$ cat config.mk
export PLATFORM = sky130hd
export DESIGN_NAME = pst_status_core
export DESIGN_NICKNAME = d
export VERILOG_FILES = /design/src/pst_pkg.sv /design/src/pst_spi_if.sv /design/src/pst_spi_front.sv /design/src/pst_status_core.sv
export VERILOG_INCLUDE_DIRS = /design/src
export SDC_FILE = /design/constraint.sdc
export NUM_CORES = 1
export LEC_CHECK = 0
export ABC_AREA = 0
export BUFFER_PORTS_ARGS = -buffer_cell sky130_fd_sc_hd__buf_2
export CORE_MARGIN = 1
export CORE_UTILIZATION = 30
export DETAILED_ROUTE_END_ITERATION = 7
export GPL_ROUTABILITY_DRIVEN = 0
export SYNTH_ARGS = -nofsm -noshare
export SYNTH_HDL_FRONTEND = slang
export SYNTH_SLANG_ARGS = --single-unit
$ cat constraint.sdc
create_clock -name REF_CLK -period 3.7 [get_ports REF_CLK]
set_input_delay 0.925 -clock REF_CLK [delete_from_list [all_inputs] [get_ports REF_CLK]]
set_output_delay 0.925 -clock REF_CLK [all_outputs]
set_load 0.1 [all_outputs]
$ cat src/pst_defines.svh
// Purpose: Constants of the status and protection block
// Assumes: 20 MHz reference clock
// Notes: Offsets, field positions, opcodes and timing counts
`ifndef PST_DEFINES_SVH
`define PST_DEFINES_SVH

// ----------------------------------------
// Opcodes
// ----------------------------------------
`define PST_OP_SET_LATCH 8'h06
`define PST_OP_CLR_LATCH 8'h04
`define PST_OP_RD_STATUS 8'h05
`define PST_OP_WR_STATUS 8'h01

// ----------------------------------------
// Status byte fields
// ----------------------------------------
`define PST_SR_LOCK 7
`define PST_SR_BG_HI 3
`define PST_SR_BG_LO 2
`define PST_SR_LATCH 1
`define PST_SR_BUSY 0
`define PST_SR_RESET 8'h00

// ----------------------------------------
// Guarded regions (upper address bits)
// ----------------------------------------
`define PST_BG_NONE 2'h0
`define PST_BG_QUARTER 2'h1
`define PST_BG_HALF 2'h2
`define PST_QUARTER_BASE 16'hC000
`define PST_HALF_BASE 16'h8000

// ----------------------------------------
// Timing
// ----------------------------------------
`define PST_CLK_NS 50
`define PST_TW_NS 5000000
`define PST_CNT_W 17

`endif

$ cat src/pst_pkg.sv
// Purpose: Types of the status and protection block
// Assumes: Nothing
// Notes: State of the front end and of the command engine is one packed struct each
package pst_pkg;

	typedef enum logic [2:0] {
		ST_IDLE,
		ST_OPCODE,
		ST_WAIT,
		ST_RD_OUT,
		ST_WR_DATA,
		ST_WR_END
	} pst_state_t;

	typedef struct packed {
		logic cs_m;
		logic cs_s;
		logic cs_p;
		logic sck_m;
		logic sck_s;
		logic sck_p;
		logic d_m;
		logic d_s;
		logic w_m;
		logic w_s;
	} pst_front_t;

	typedef struct packed {
		pst_state_t st;
		logic [2:0] cnt;
		logic [7:0] sh;
		logic [7:0] tx;
		logic lock;
		logic [1:0] bg;
		logic latch;
		logic busy;
		logic kind_status;
		logic [16:0] busy_cnt;
		logic [7:0] new_sr;
		logic miso_o;
		logic miso_oe;
		logic grant;
		logic deny;
		logic guard;
	} pst_core_t;

endpackage : pst_pkg

$ cat src/pst_spi_if.sv
// Purpose: Sampled serial events between front end and core
// Assumes: One reference clock domain
// Notes: Every edge event is a one-cycle pulse; din and wp_n are levels
`timescale 1ns/100ps
interface pst_spi_if;
	logic cs_fall;
	logic cs_rise;
	logic sck_rise;
	logic sck_fall;
	logic din;
	logic wp_n;

	modport front (
		output cs_fall,
		output cs_rise,
		output sck_rise,
		output sck_fall,
		output din,
		output wp_n
	);
	modport core (
		input cs_fall,
		input cs_rise,
		input sck_rise,
		input sck_fall,
		input din,
		input wp_n
	);
endinterface : pst_spi_if

$ cat src/pst_spi_front.sv
// Purpose: Synchronise serial pins and find their edges
// Assumes: Serial clock well below a quarter of the reference clock
// Notes: First stage flops are read only by the second stage
`timescale 1ns/100ps
module pst_spi_front (
	input wire logic clk,
	input wire logic rst_n,
	input wire logic cs_n,
	input wire logic sck,
	input wire logic mosi,
	input wire logic wp_n,
	pst_spi_if.front spi
);

	pst_pkg::pst_front_t q;
	pst_pkg::pst_front_t d;

	// ----------------------------------------
	// Two-flop synchronisers and edge history
	// ----------------------------------------
	always_comb begin
		d = q;
		d.cs_m = cs_n;
		d.cs_s = q.cs_m;
		d.cs_p = q.cs_s;
		d.sck_m = sck;
		d.sck_s = q.sck_m;
		d.sck_p = q.sck_s;
		d.d_m = mosi;
		d.d_s = q.d_m;
		d.w_m = wp_n;
		d.w_s = q.w_m;
	end

	// History resets low so select held low at reset shows no falling edge
	always_ff @(posedge clk or negedge rst_n) begin
		if (!rst_n) begin
			q <= '0;
		end else begin
			q <= d;
		end
	end

	assign spi.cs_fall = q.cs_p & ~q.cs_s;
	assign spi.cs_rise = ~q.cs_p & q.cs_s;
	assign spi.sck_rise = ~q.sck_p & q.sck_s;
	assign spi.sck_fall = q.sck_p & ~q.sck_s;
	assign spi.din = q.d_s;
	assign spi.wp_n = q.w_s;
endmodule : pst_spi_front

$ cat src/pst_status_core.sv
// Purpose: Status byte, write latch and write guard of a serial memory
// Assumes: Serial mode 0, pins asynchronous to REF_CLK
// Notes: Array data path lives elsewhere and asks for writes here
`timescale 1ns/100ps
`include "pst_defines.svh"

// What this block does
// - Write latch must be set before array or status writes; only set-latch sets it.
// - After set or clear latch opcode, ignore input until select rises.
// - Latch clears at reset, on clear command, and when a write cycle ends.
// - Status read is answered at any time, even during a write cycle.
// - Status byte repeats while select stays low after status read.
// - Busy flag is 1 during a write cycle, 0 otherwise.
// - With latch clear, array and status writes are rejected.
// - Two guard bits, status-written, make a region reject array writes.
// - Guard bits change only outside hardware guard mode.
// - Lock bit 1 and guard pin low rejects status writes.
// - Status byte: lock, three zeros, upper guard, lower guard, latch, busy.
// - Status write needs opcode plus one byte, select raised before next clock.
// - Select rise after accepted status write starts the timed cycle.
// - Busy reads 1 during status cycle; latch clears when it ends.
// - New lock and guard values apply only after the cycle ends.
// - Status write leaves bits 6..4, 1, 0 alone; 6..4 read zero.
// - Lock bit 0 accepts status writes with latch set, any pin level.
// - Lock bit 1 with pin high accepts status writes with latch set.
// - Guard mode follows lock and pin in either order.
// - Only raising the guard pin leaves guard mode.
// - Bytes go MSB first; latch set 06, clear 04, status read 05.
// - Status write opcode is 01 followed by one data byte.
// - Guard field: none, C000-FFFF, 8000-FFFF, whole array.
// - Status write runs only if select rises after exactly sixteen clocks.
module pst_status_core #(
	parameter int TW_CYCLES = `PST_TW_NS / `PST_CLK_NS
) (
	input wire logic REF_CLK,
	input wire logic RST_N,
	input wire logic CS_N,
	input wire logic SCK,
	input wire logic MOSI,
	input wire logic WP_N,
	input wire logic ARR_WR_REQ,
	input wire logic [15:0] ARR_WR_ADDR,
	output logic MISO_O,
	output logic MISO_OE,
	output logic ARR_WR_GRANT,
	output logic ARR_WR_DENY,
	output logic CYCLE_BUSY,
	output logic GUARD_MODE
);

	// ----------------------------------------
	// Helpers
	// ----------------------------------------
	function automatic logic [7:0] status_byte(input logic lock, input logic [1:0] bg,
		input logic latch, input logic busy);
		status_byte = {lock, 3'h0, bg, latch, busy};
	endfunction : status_byte

	function automatic logic guard_hit(input logic [1:0] bg, input logic [15:0] addr);
		logic hit;
		hit = 1'b1;
		unique case (bg)
			`PST_BG_NONE: hit = 1'b0;
			`PST_BG_QUARTER: hit = addr >= `PST_QUARTER_BASE;
			`PST_BG_HALF: hit = addr >= `PST_HALF_BASE;
			default: hit = 1'b1;
		endcase
		guard_hit = hit;
	endfunction : guard_hit

	localparam logic [16:0] TW_LOAD = 17'(TW_CYCLES - 1);

	// ----------------------------------------
	// Reset release
	// ----------------------------------------
	logic [1:0] rst_sync_q;
	logic rst_n;

	always_ff @(posedge REF_CLK or negedge RST_N) begin
		if (!RST_N) begin
			rst_sync_q <= 2'h0;
		end else begin
			rst_sync_q <= {rst_sync_q[0], 1'b1};
		end
	end
	assign rst_n = rst_sync_q[1];

	// ----------------------------------------
	// Pin front end
	// ----------------------------------------
	pst_spi_if spi ();

	pst_spi_front u_front (
		.clk(REF_CLK),
		.rst_n(rst_n),
		.cs_n(CS_N),
		.sck(SCK),
		.mosi(MOSI),
		.wp_n(WP_N),
		.spi(spi.front)
	);

	// ----------------------------------------
	// Command engine and status
	// ----------------------------------------
	pst_pkg::pst_core_t q;
	pst_pkg::pst_core_t d;
	logic hw_guard;
	logic arr_start;
	logic wr_status_ok;
	logic [7:0] rx_next;

	assign hw_guard = q.lock & ~spi.wp_n;
	assign arr_start = ARR_WR_REQ & q.latch & ~q.busy & ~guard_hit(q.bg, ARR_WR_ADDR);
	assign wr_status_ok = q.latch & ~q.busy & ~hw_guard & ~arr_start;
	assign rx_next = {q.sh[6:0], spi.din};

	always_comb begin
		d = q;
		d.grant = 1'b0;
		d.deny = 1'b0;
		d.guard = hw_guard;
		// Self-timed cycle
		if (q.busy) begin
			if (q.busy_cnt == '0) begin
				d.busy = 1'b0;
				d.latch = 1'b0;
				if (q.kind_status) begin
					d.lock = q.new_sr[`PST_SR_LOCK];
					d.bg = q.new_sr[`PST_SR_BG_HI:`PST_SR_BG_LO];
				end
			end else begin
				d.busy_cnt = q.busy_cnt - 17'd1;
			end
		end
		// Array write requests from the data path
		if (ARR_WR_REQ) begin
			if (arr_start) begin
				d.grant = 1'b1;
				d.busy = 1'b1;
				d.kind_status = 1'b0;
				d.busy_cnt = TW_LOAD;
			end else begin
				d.deny = 1'b1;
			end
		end
		// Serial command handling
		if (spi.cs_rise) begin
			if (q.st == pst_pkg::ST_WAIT && q.sh == `PST_OP_SET_LATCH) begin
				d.latch = 1'b1;
			end else if (q.st == pst_pkg::ST_WAIT && q.sh == `PST_OP_CLR_LATCH) begin
				d.latch = 1'b0;
			end else if (q.st == pst_pkg::ST_WR_END && wr_status_ok) begin
				d.busy = 1'b1;
				d.kind_status = 1'b1;
				d.busy_cnt = TW_LOAD;
				d.new_sr = q.sh;
			end
			d.st = pst_pkg::ST_IDLE;
			d.miso_oe = 1'b0;
		end else if (spi.cs_fall) begin
			d.st = pst_pkg::ST_OPCODE;
			d.cnt = 3'h0;
			d.miso_oe = 1'b0;
		end else if (spi.sck_rise) begin
			if (q.st == pst_pkg::ST_OPCODE || q.st == pst_pkg::ST_WR_DATA) begin
				d.sh = rx_next;
				d.cnt = q.cnt + 3'd1;
				if (q.cnt == 3'd7 && q.st == pst_pkg::ST_WR_DATA) begin
					d.st = pst_pkg::ST_WR_END;
				end else if (q.cnt == 3'd7) begin
					unique case (rx_next)
						`PST_OP_RD_STATUS: begin
							d.st = pst_pkg::ST_RD_OUT;
							d.tx = status_byte(q.lock, q.bg, q.latch, q.busy);
						end
						`PST_OP_WR_STATUS: d.st = pst_pkg::ST_WR_DATA;
						default: d.st = pst_pkg::ST_WAIT;
					endcase
				end
			end else if (q.st == pst_pkg::ST_WR_END) begin
				d.st = pst_pkg::ST_WAIT;
				// Drop the data byte so it cannot pass for a latch opcode at deselect
				d.sh = 8'h00;
			end
		end else if (spi.sck_fall && q.st == pst_pkg::ST_RD_OUT) begin
			d.miso_oe = 1'b1;
			d.miso_o = q.tx[7];
			d.tx = {q.tx[6:0], 1'b0};
			d.cnt = q.cnt + 3'd1;
			if (q.cnt == 3'd7) begin
				d.tx = status_byte(d.lock, d.bg, d.latch, d.busy);
			end
		end
	end

	always_ff @(posedge REF_CLK or negedge rst_n) begin
		if (!rst_n) begin
			q <= '0;
		end else begin
			q <= d;
		end
	end

	assign MISO_O = q.miso_o;
	assign MISO_OE = q.miso_oe;
	assign ARR_WR_GRANT = q.grant;
	assign ARR_WR_DENY = q.deny;
	assign CYCLE_BUSY = q.busy;
	assign GUARD_MODE = q.guard;
endmodule : pst_status_core

; ---- After elaboration in Yosys (flattened, before gate mapping)
; Index checks and enable logic that the tools add are counted.
[totals]
ff_bits = 70
latchBits = 0
ramBits = 0
romBits = 0
in_bits = 23
wordCells = 137
n_memories = 0
[op_classes]
add_sub_neg = 2
multipliers = 0
div = 0
magnitude_cmp = 2
n_eq_ne = 19
shift = 0
n_mux = 41
bitwise_logic = 25
n_reduce_logical = 21
[op_table]
columns = op, count
row1 = $mux 27, 3
row2 = $mux 8, 9
row3 = $mux 19, 2
row4 = $mux 17, 2
row5 = $ge 16x16->1 const B, 2
row6 = $mux 3, 10
row7 = $mux 28, 1
row8 = $eq 8x3->1 const B, 3
row9 = $logic_not 17->1, 1
row10 = $sub 17x1->17 const B, 1
row11 = $not 1->1, 14
row12 = $reduce_and 4->1, 3
row13 = $and 1x1->1, 11
row14 = $mux 5, 2
row15 = $eq 3x3->1 const B, 3
row16 = $reduce_bool 3->1, 3
row17 = $eq 8x1->1 const B, 1
row18 = $mux 1, 8
row19 = $reduce_and 7->1, 1
row20 = $eq 3x2->1 const B, 2
row21 = $mux 6, 1
row22 = $ne 2x1->1 const B, 3
row23 = $pmux 3 s2, 1
row24 = $reduce_and 3->1, 2
row25 = other kinds (16), 21

; ---- Logic depth before layout (Yosys ltp)
; Gate-level depths: netlist of run 1.
[depth]
ltp_word = 11
mapped_depth = 8
ltp_nobuf = 7

; ---- Modules after synthesis
; Synthesis of run 1 repeated with hierarchy kept, for this count alone.
[unflattened]
hier_cells = 272
hier_area_um2 = 2970.3
[by_module_without_submodules]
columns = module, n_inst, cells_each, area_per_inst_um2
row1 = pst_status_core, 1, 258, 2685.1
row2 = pst_spi_front, 1, 14, 285.3

; ---- Worst setup path after synthesis of run 1
; OpenSTA, ideal clock, no wires.
[synth_timing]
path_type = register -> register
startpoint = reg q (netlist bit CYCLE_BUSY)
endpoint = reg q[38] in the netlist's numbering
setup_ns = 0.138
arrival_ns = 2.224
required_ns = 3.562
path_slack_ns = 1.338
path_stages_with_launch = 7
n_path_buf = 1
period_less_slack_ns = 2.362
cell_sequence = dfrtp_1 -> and4bb_1 -> buf_2 -> nand3_2 -> or3_1 -> o211ai_1 -> mux2i_1
[synth_between]
elab_chain_cells = 4
[synth_rtl]
columns = element, line
row1 = from (decl), pst_status_core.sv:106  ; pst_pkg::pst_core_t q;
row2 = from (signal assigned), pst_status_core.sv:199  ; q <= '0;
row3 = from (signal assigned), pst_status_core.sv:201  ; q <= d;
row4 = $mux 5, pst_status_core.sv:124  ; if (q.busy) begin
row5 = $mux 8, pst_status_core.sv:191  ; if (q.cnt == 3'd7) begin
row6 = $mux 8, pst_status_core.sv:186  ; end else if (spi.sck_fall && q.st == pst_pkg::ST_RD_OUT) begin
row7 = $mux 8, pst_status_core.sv:165  ; end else if (spi.sck_rise) begin
; Every way passes these cells. The select of a mux whose other input is x is not followed.
; A chain may end at the register's enable or synchronous reset.

; ---- Worst setup path after layout of run 1
[layout_timing]
startpoint = reg q (netlist bit CYCLE_BUSY)
endpoint = out CYCLE_BUSY
[layout_lines]
columns = element, line
row1 = to (decl), pst_status_core.sv:47  ; output logic CYCLE_BUSY,
; No word-level cell between the ends.

==> metrics.yaml, run 1 <==
outcome: "finished, final reports clean"
cp.required_ns: 2.77
synth_common_cells: "65 x dfrtp_1, 21 x nand2_1, 20 x nor2_1, 16 x inv_1"
grt.overflow.total: 0
crit_slowest_cell: "dfrtp_1"
root_buffer: "clkbuf_8"
start_kind: "flip-flop"
p_per_area_nw_per_um2: 445.8
ys_seq_elements: 65
preCtsSetupSlack_ns: 1.321
path_cells: "buf_2"
layout.nets: 318
totalPowerFinal_mw: 1.523
place_area_um2: 3242
power.leakage_nw: 1.408
synth_cell_types: 53
slowest_delay_ns: 0.54
antenna_found_initial: 0
synth_area_per_cell_um2: 11.07
maxCapViolations: 0
viasPerCell: 4.874
drive_gt1_share_pct: 15.93
io_buffers: 14
dpl.hpwl_um: 3897
synth-edff-count: 0
async_flop_share_pct: 100.0
initialDrtViolationCount: 129
totalWireLength_um: 5654
coreArea_um2: 9819
path_class: "flip-flop to primary output"
finalClockSkew_ns: 0.008660
grt_max_degree: 44
yosysSeqAreaShare_pct: 53.45
finalHoldViolations: 0
maxSlewViolCount: 0
wl_per_cell_um: 13.21
cts_tree: "built"
rrSetupSlack_ns: 1.49
hold_path_class: "flip-flop to flip-flop"
grt_pass1_vias: 2028
initial_core_util_pct: 30.99
syn_to_final_growth_pct: 12.25
fmax_ghz: 0.4344
synth_top_area_share_pct: 53.45
synthTopCellsByArea: "dfrtp_1 53%, xor2_1 2.9%, a22o_1 2.6%, nand2_1 2.6%, nor2_1 2.5%"
rsz0062_at_grt: "false"
ant_nets: 0
cp.arrival_ns: 1.38
n_antenna_cell: 0
endpoint_kind: "primary output"
yosysMostFrequentCell: "dfrtp_1"
worst_slew_pin_slew_ns: 0.9274
die_h_um: 102.7
die_w_um: 102.7
cts_hold_buf: 0
slew_headroom_pct: 38.18
min_period_ns: 2.302
dr.pass1.iters: 5
post_cts_buffers: 0
critPathTopFamily: "flip-flops"
timing.setup.tns_ns: 0
yosysTopAreaCell: "dfrtp_1"
ir_worst_vdd_mv: 0.1782
finalInstanceArea_um2: 3416
syn-num-nets: 303
crit_buf_inv: 1
cts_buffers: 9
worst-path-max-fanout: 9
die_area_um2: 10550
clkSinkCount: 65
num_vias: 2086
setup_viol: 0
syn-cell-area_um2: 3043
post-route-util_pct: 34.79
clk_pin_slew_worst_paths_ns: 0.06
clockBufferDepth: 2
drc: 0
clkLatencyLatePin_ns: 0.34
fp-row-count: 36
post-route-period-util_pct: 62.22
setup_slack_ns: 1.398
syn-instance-count: 275
num_io_pins: 29
yosysWarningCount: 0
cts-resized-gates: 0
grt_pass1_wl_um: 9894
h-tree-depth: 3
ys.flop_type: "dfrtp_1"
grt.total_usage_pct: 12.24
## cell families after synthesis
kind of cell / Yosys count / synth area share (%)
xor+xnor: 11 / 3.166
flops: 65 / 53.45
mux: 16 / 5.715
fa+ha+maj: 6 / 2.385
other cells: 1 / 0.1232
simple gates: 100 / 19.49
compound gates: 49 / 12.17
buf+inv: 27 / 3.495
## area by class of cell
| cell class | count | area (µm²) |
|---|---|---|
| fill | 1020 | 6404 |
| sequential | 65 | 1628 |
| multi-input combinational | 183 | 1310 |
| tap | 133 | 166.4 |
| clock buffer | 13 | 158.9 |
| timing repair buffer | 15 | 77.57 |
| inverter | 16 | 60.06 |
| clock inverter | 3 | 15.01 |
## path summary, 6_finish.rpt
check                                    from          endpoint  depth (start not counted)
worst min-delay path             u_front.d[0]  u_front.spi.wp_n                          0
max in group asynchronous       rst_sync_q[1]             q[54]                          1
worst min register to register   u_front.d[0]  u_front.spi.wp_n                          0
min in group asynchronous               RST_N     rst_sync_q[1]                          1
worst max-delay path               CYCLE_BUSY        CYCLE_BUSY                          1
worst max register to register          q[13]             q[43]                          7
## layer usage
| metal | global-route usage [%] | up-vias | share of wire, % |
|---|---|---|---|
| met2 | 18.00 | 35 | 44 |
| met5 | 0 | - | 0 |
| li1 | - | 1018 | - |
| met1 | 17.06 | 1023 | 49 |
| met3 | 2.847 | 10 | 4.3 |
| met4 | 5.604 | 0 | 2.1 |
## layout by cell type, fill, tap and decap left out, types with 3 or more instances in the layout
cell type and instances:
a21oi_1 4, a22o_1 9, and4_1 3, buf_2 14, clkbuf_8 11, clkinv_2 3, dfrtp_1 64, ha_1 5
inv_1 16, mux2_1 5, mux2_2 6, mux2i_1 5, nand2_1 21, nand2b_1 4, nand3_1 10, nand4_1 5
nand4b_1 4, nor2_1 20, nor2b_1 6, nor3_1 7, o211ai_1 10, o21ai_0 4, o21ai_1 3, o221ai_1 3
o41ai_1 4, or3_1 3, xor2_1 10
## power breakdown
| part | switching, mW | total, mW | internal [mW] |
|---|---|---|---|
| combinational | 0.115 | 0.182 | 0.0672 |
| sequential | 0.0410 | 0.804 | 0.763 |
| clock | 0.259 | 0.536 | 0.277 |
| total | 0.415 | 1.52 | 1.11 |
## registers in the layout, summed over array words and instances (netlist names)
signal            cells
q                    47
u_front.d             6
rst_sync_q            2
u_front.q             2
ARR_WR_DENY           1
ARR_WR_GRANT          1
CYCLE_BUSY            1
GUARD_MODE            1
MISO_O                1
MISO_OE               1
u_front.spi.din       1
u_front.spi.wp_n      1
## stage by stage
step | hold WS [ns] | cells
2_1_floorplan | 0.3312 | 275
3_3_place_gp | 0.3330 | 412
3_5_place_dp | 0.3347 | 412
4_1_cts | 0.3451 | 428
5_1_grt | 0.3506 | 428
6_report | 0.3492 | 428
No activity file was read; power rests on OpenSTA's default activity.
==> inputs of run 2 (changes only) <==
- clock period: 3.7 -> 2.3 ns (I/O delays scaled with it)
==> metrics.yaml, run 2 (same netlist as run 1, synthesis figures left out) <==
antenna_found_initial: 0
cts_buffers: 9
clkSinkCount: 65
coreArea_um2: 9819
p_per_area_nw_per_um2: 736.5
fmax_ghz: 0.5028
wl_per_cell_um: 13.39
post_cts_buffers: 0
ir_worst_vdd_mv: 0.2928
crit_buf_inv: 0
post-route-period-util_pct: 86.47
ant_nets: 0
endpoint_kind: "flip-flop"
hold_path_class: "flip-flop to asynchronous set/reset pin"
power.leakage_nw: 1.484
dr.pass1.iters: 4
slowest_delay_ns: 0.44
die_area_um2: 10550
crit_path_frequent_cell: "ha_1"
place_area_um2: 3338
critPathTopFamily: "adder cells"
largest_reg_flops: 47
path_class: "flip-flop to flip-flop"
worst_slew_pin_slew_ns: 0.7663
path_cells: "ha_1, ha_1, a41oi_1, nor3_4, mux2_2"
die_w_um: 102.7
crit_slowest_cell: "ha_1"
n_antenna_cell: 0
layout_commonest_cell: "dfrtp_1"
cp.required_ns: 2.53
rsz0062_at_grt: "false"
io_buffers: 14
initialDrtViolationCount: 141
grt_pass1_wl_um: 10430
num_io_pins: 29
die_h_um: 102.7
clkLatencyLatePin_ns: 0.34
dpl.hpwl_um: 4153
totalWireLength_um: 5890
cp.arrival_ns: 2.22
worst-path-max-fanout: 14
slew_headroom_pct: 48.72
timing.setup.tns_ns: 0
finalHoldViolations: 0
layout.nets: 330
min_period_ns: 1.989
setup_viol: 0
fp-row-count: 36
grt.total_usage_pct: 13.02
num_vias: 2106
maxSlewViolCount: 0
grt_pass1_vias: 2064
drc: 0
syn_to_final_growth_pct: 17.11
drive_gt1_share_pct: 19.87
largest_register: "q"
finalInstanceArea_um2: 3563
initial_core_util_pct: 30.99
viasPerCell: 4.786
root_buffer: "clkbuf_8"
grt.overflow.total: 0
outcome: "finished, final reports clean"
finalClockSkew_ns: 0.01209
h-tree-depth: 3
final_cell_mix: "63 x dfrtp_1, 21 x nand2_1, 20 x nor2_1"
clockBufferDepth: 2
grt_max_degree: 36
clk_pin_slew_worst_paths_ns: 0.07
cts_tree: "built"
maxCapViolations: 0
post-route-util_pct: 36.29
start_kind: "flip-flop"
[run 2: power breakdown]
group          internal, mW  total (mW)  switching (mW)
clock network         0.587        1.02           0.434
logic                 0.119       0.311           0.192
registers              1.23        1.29          0.0643
[run 2: layout make-up]
cell class	count	area, µm²
Fill cell	1018	6256
Sequential cell	65	1629
Multi-Input combinational cell	183	1310
Timing Repair Buffer	27	182.7
Tap cell	133	166.4
Clock buffer	12	165.2
Inverter	16	60.06
Clock inverter	4	50.05
[run 2: stage by stage]
step / instances / setup WS (ns) / power (mW) / hold slack, ns
floorplan: 275 / 0.2085 / 1.541 / 0.2794
global placement: 423 / 0.3452 / 1.615 / 0.3283
detailed placement: 423 / 0.3122 / 1.629 / 0.3363
CTS: 439 / 0.2931 / 2.667 / 0.0003341
global route: 440 / 0.09871 / 2.759 / 0.3181
finish: 440 / 0.3112 / 2.625 / 0.2954
[run 2: path summary, 6_finish.rpt]
path	slack [ns]	startpoint	to	cells past startpoint
max in group asynchronous	1.38	rst_sync_q[1]	u_front.q[4]	1
worst max register to register	0.31	q[52]	q[36]	5
min in group REF_CLK	0.34	MOSI	u_front.d[2]	1
worst min-delay path	0.30	rst_sync_q[1]	q[17]	0
worst max-delay path	0.31	q[52]	q[36]	5
worst min register to register	0.30	rst_sync_q[1]	q[17]	0
[run 2: timing repair]
action | CTS | global route
endpoints found under the hold margin | 0 | 2
hold buffers | 0 | 1
gates resized for setup | 0 | 0
[run 2: metal layers]
| layer | GRT usage, % | part of all wire, % |
|---|---|---|
| met1 | 17.96 | 50 |
| met4 | 5.604 | 1.9 |
| met3 | 3.186 | 2.8 |
| met5 | 0 | 0 |
| met2 | 19.44 | 45 |
[run 2: worst register-to-register path, delay by kind of cell, from the launching register on]
kind,cells,cell delay [ns]
adder cells (fa/ha/maj),2,0.60
AND/OR/NAND/NOR,1,0.27
multiplexers,1,0.37
flip-flops,1,0.38
AO/OA/AOI/OAI,1,0.25
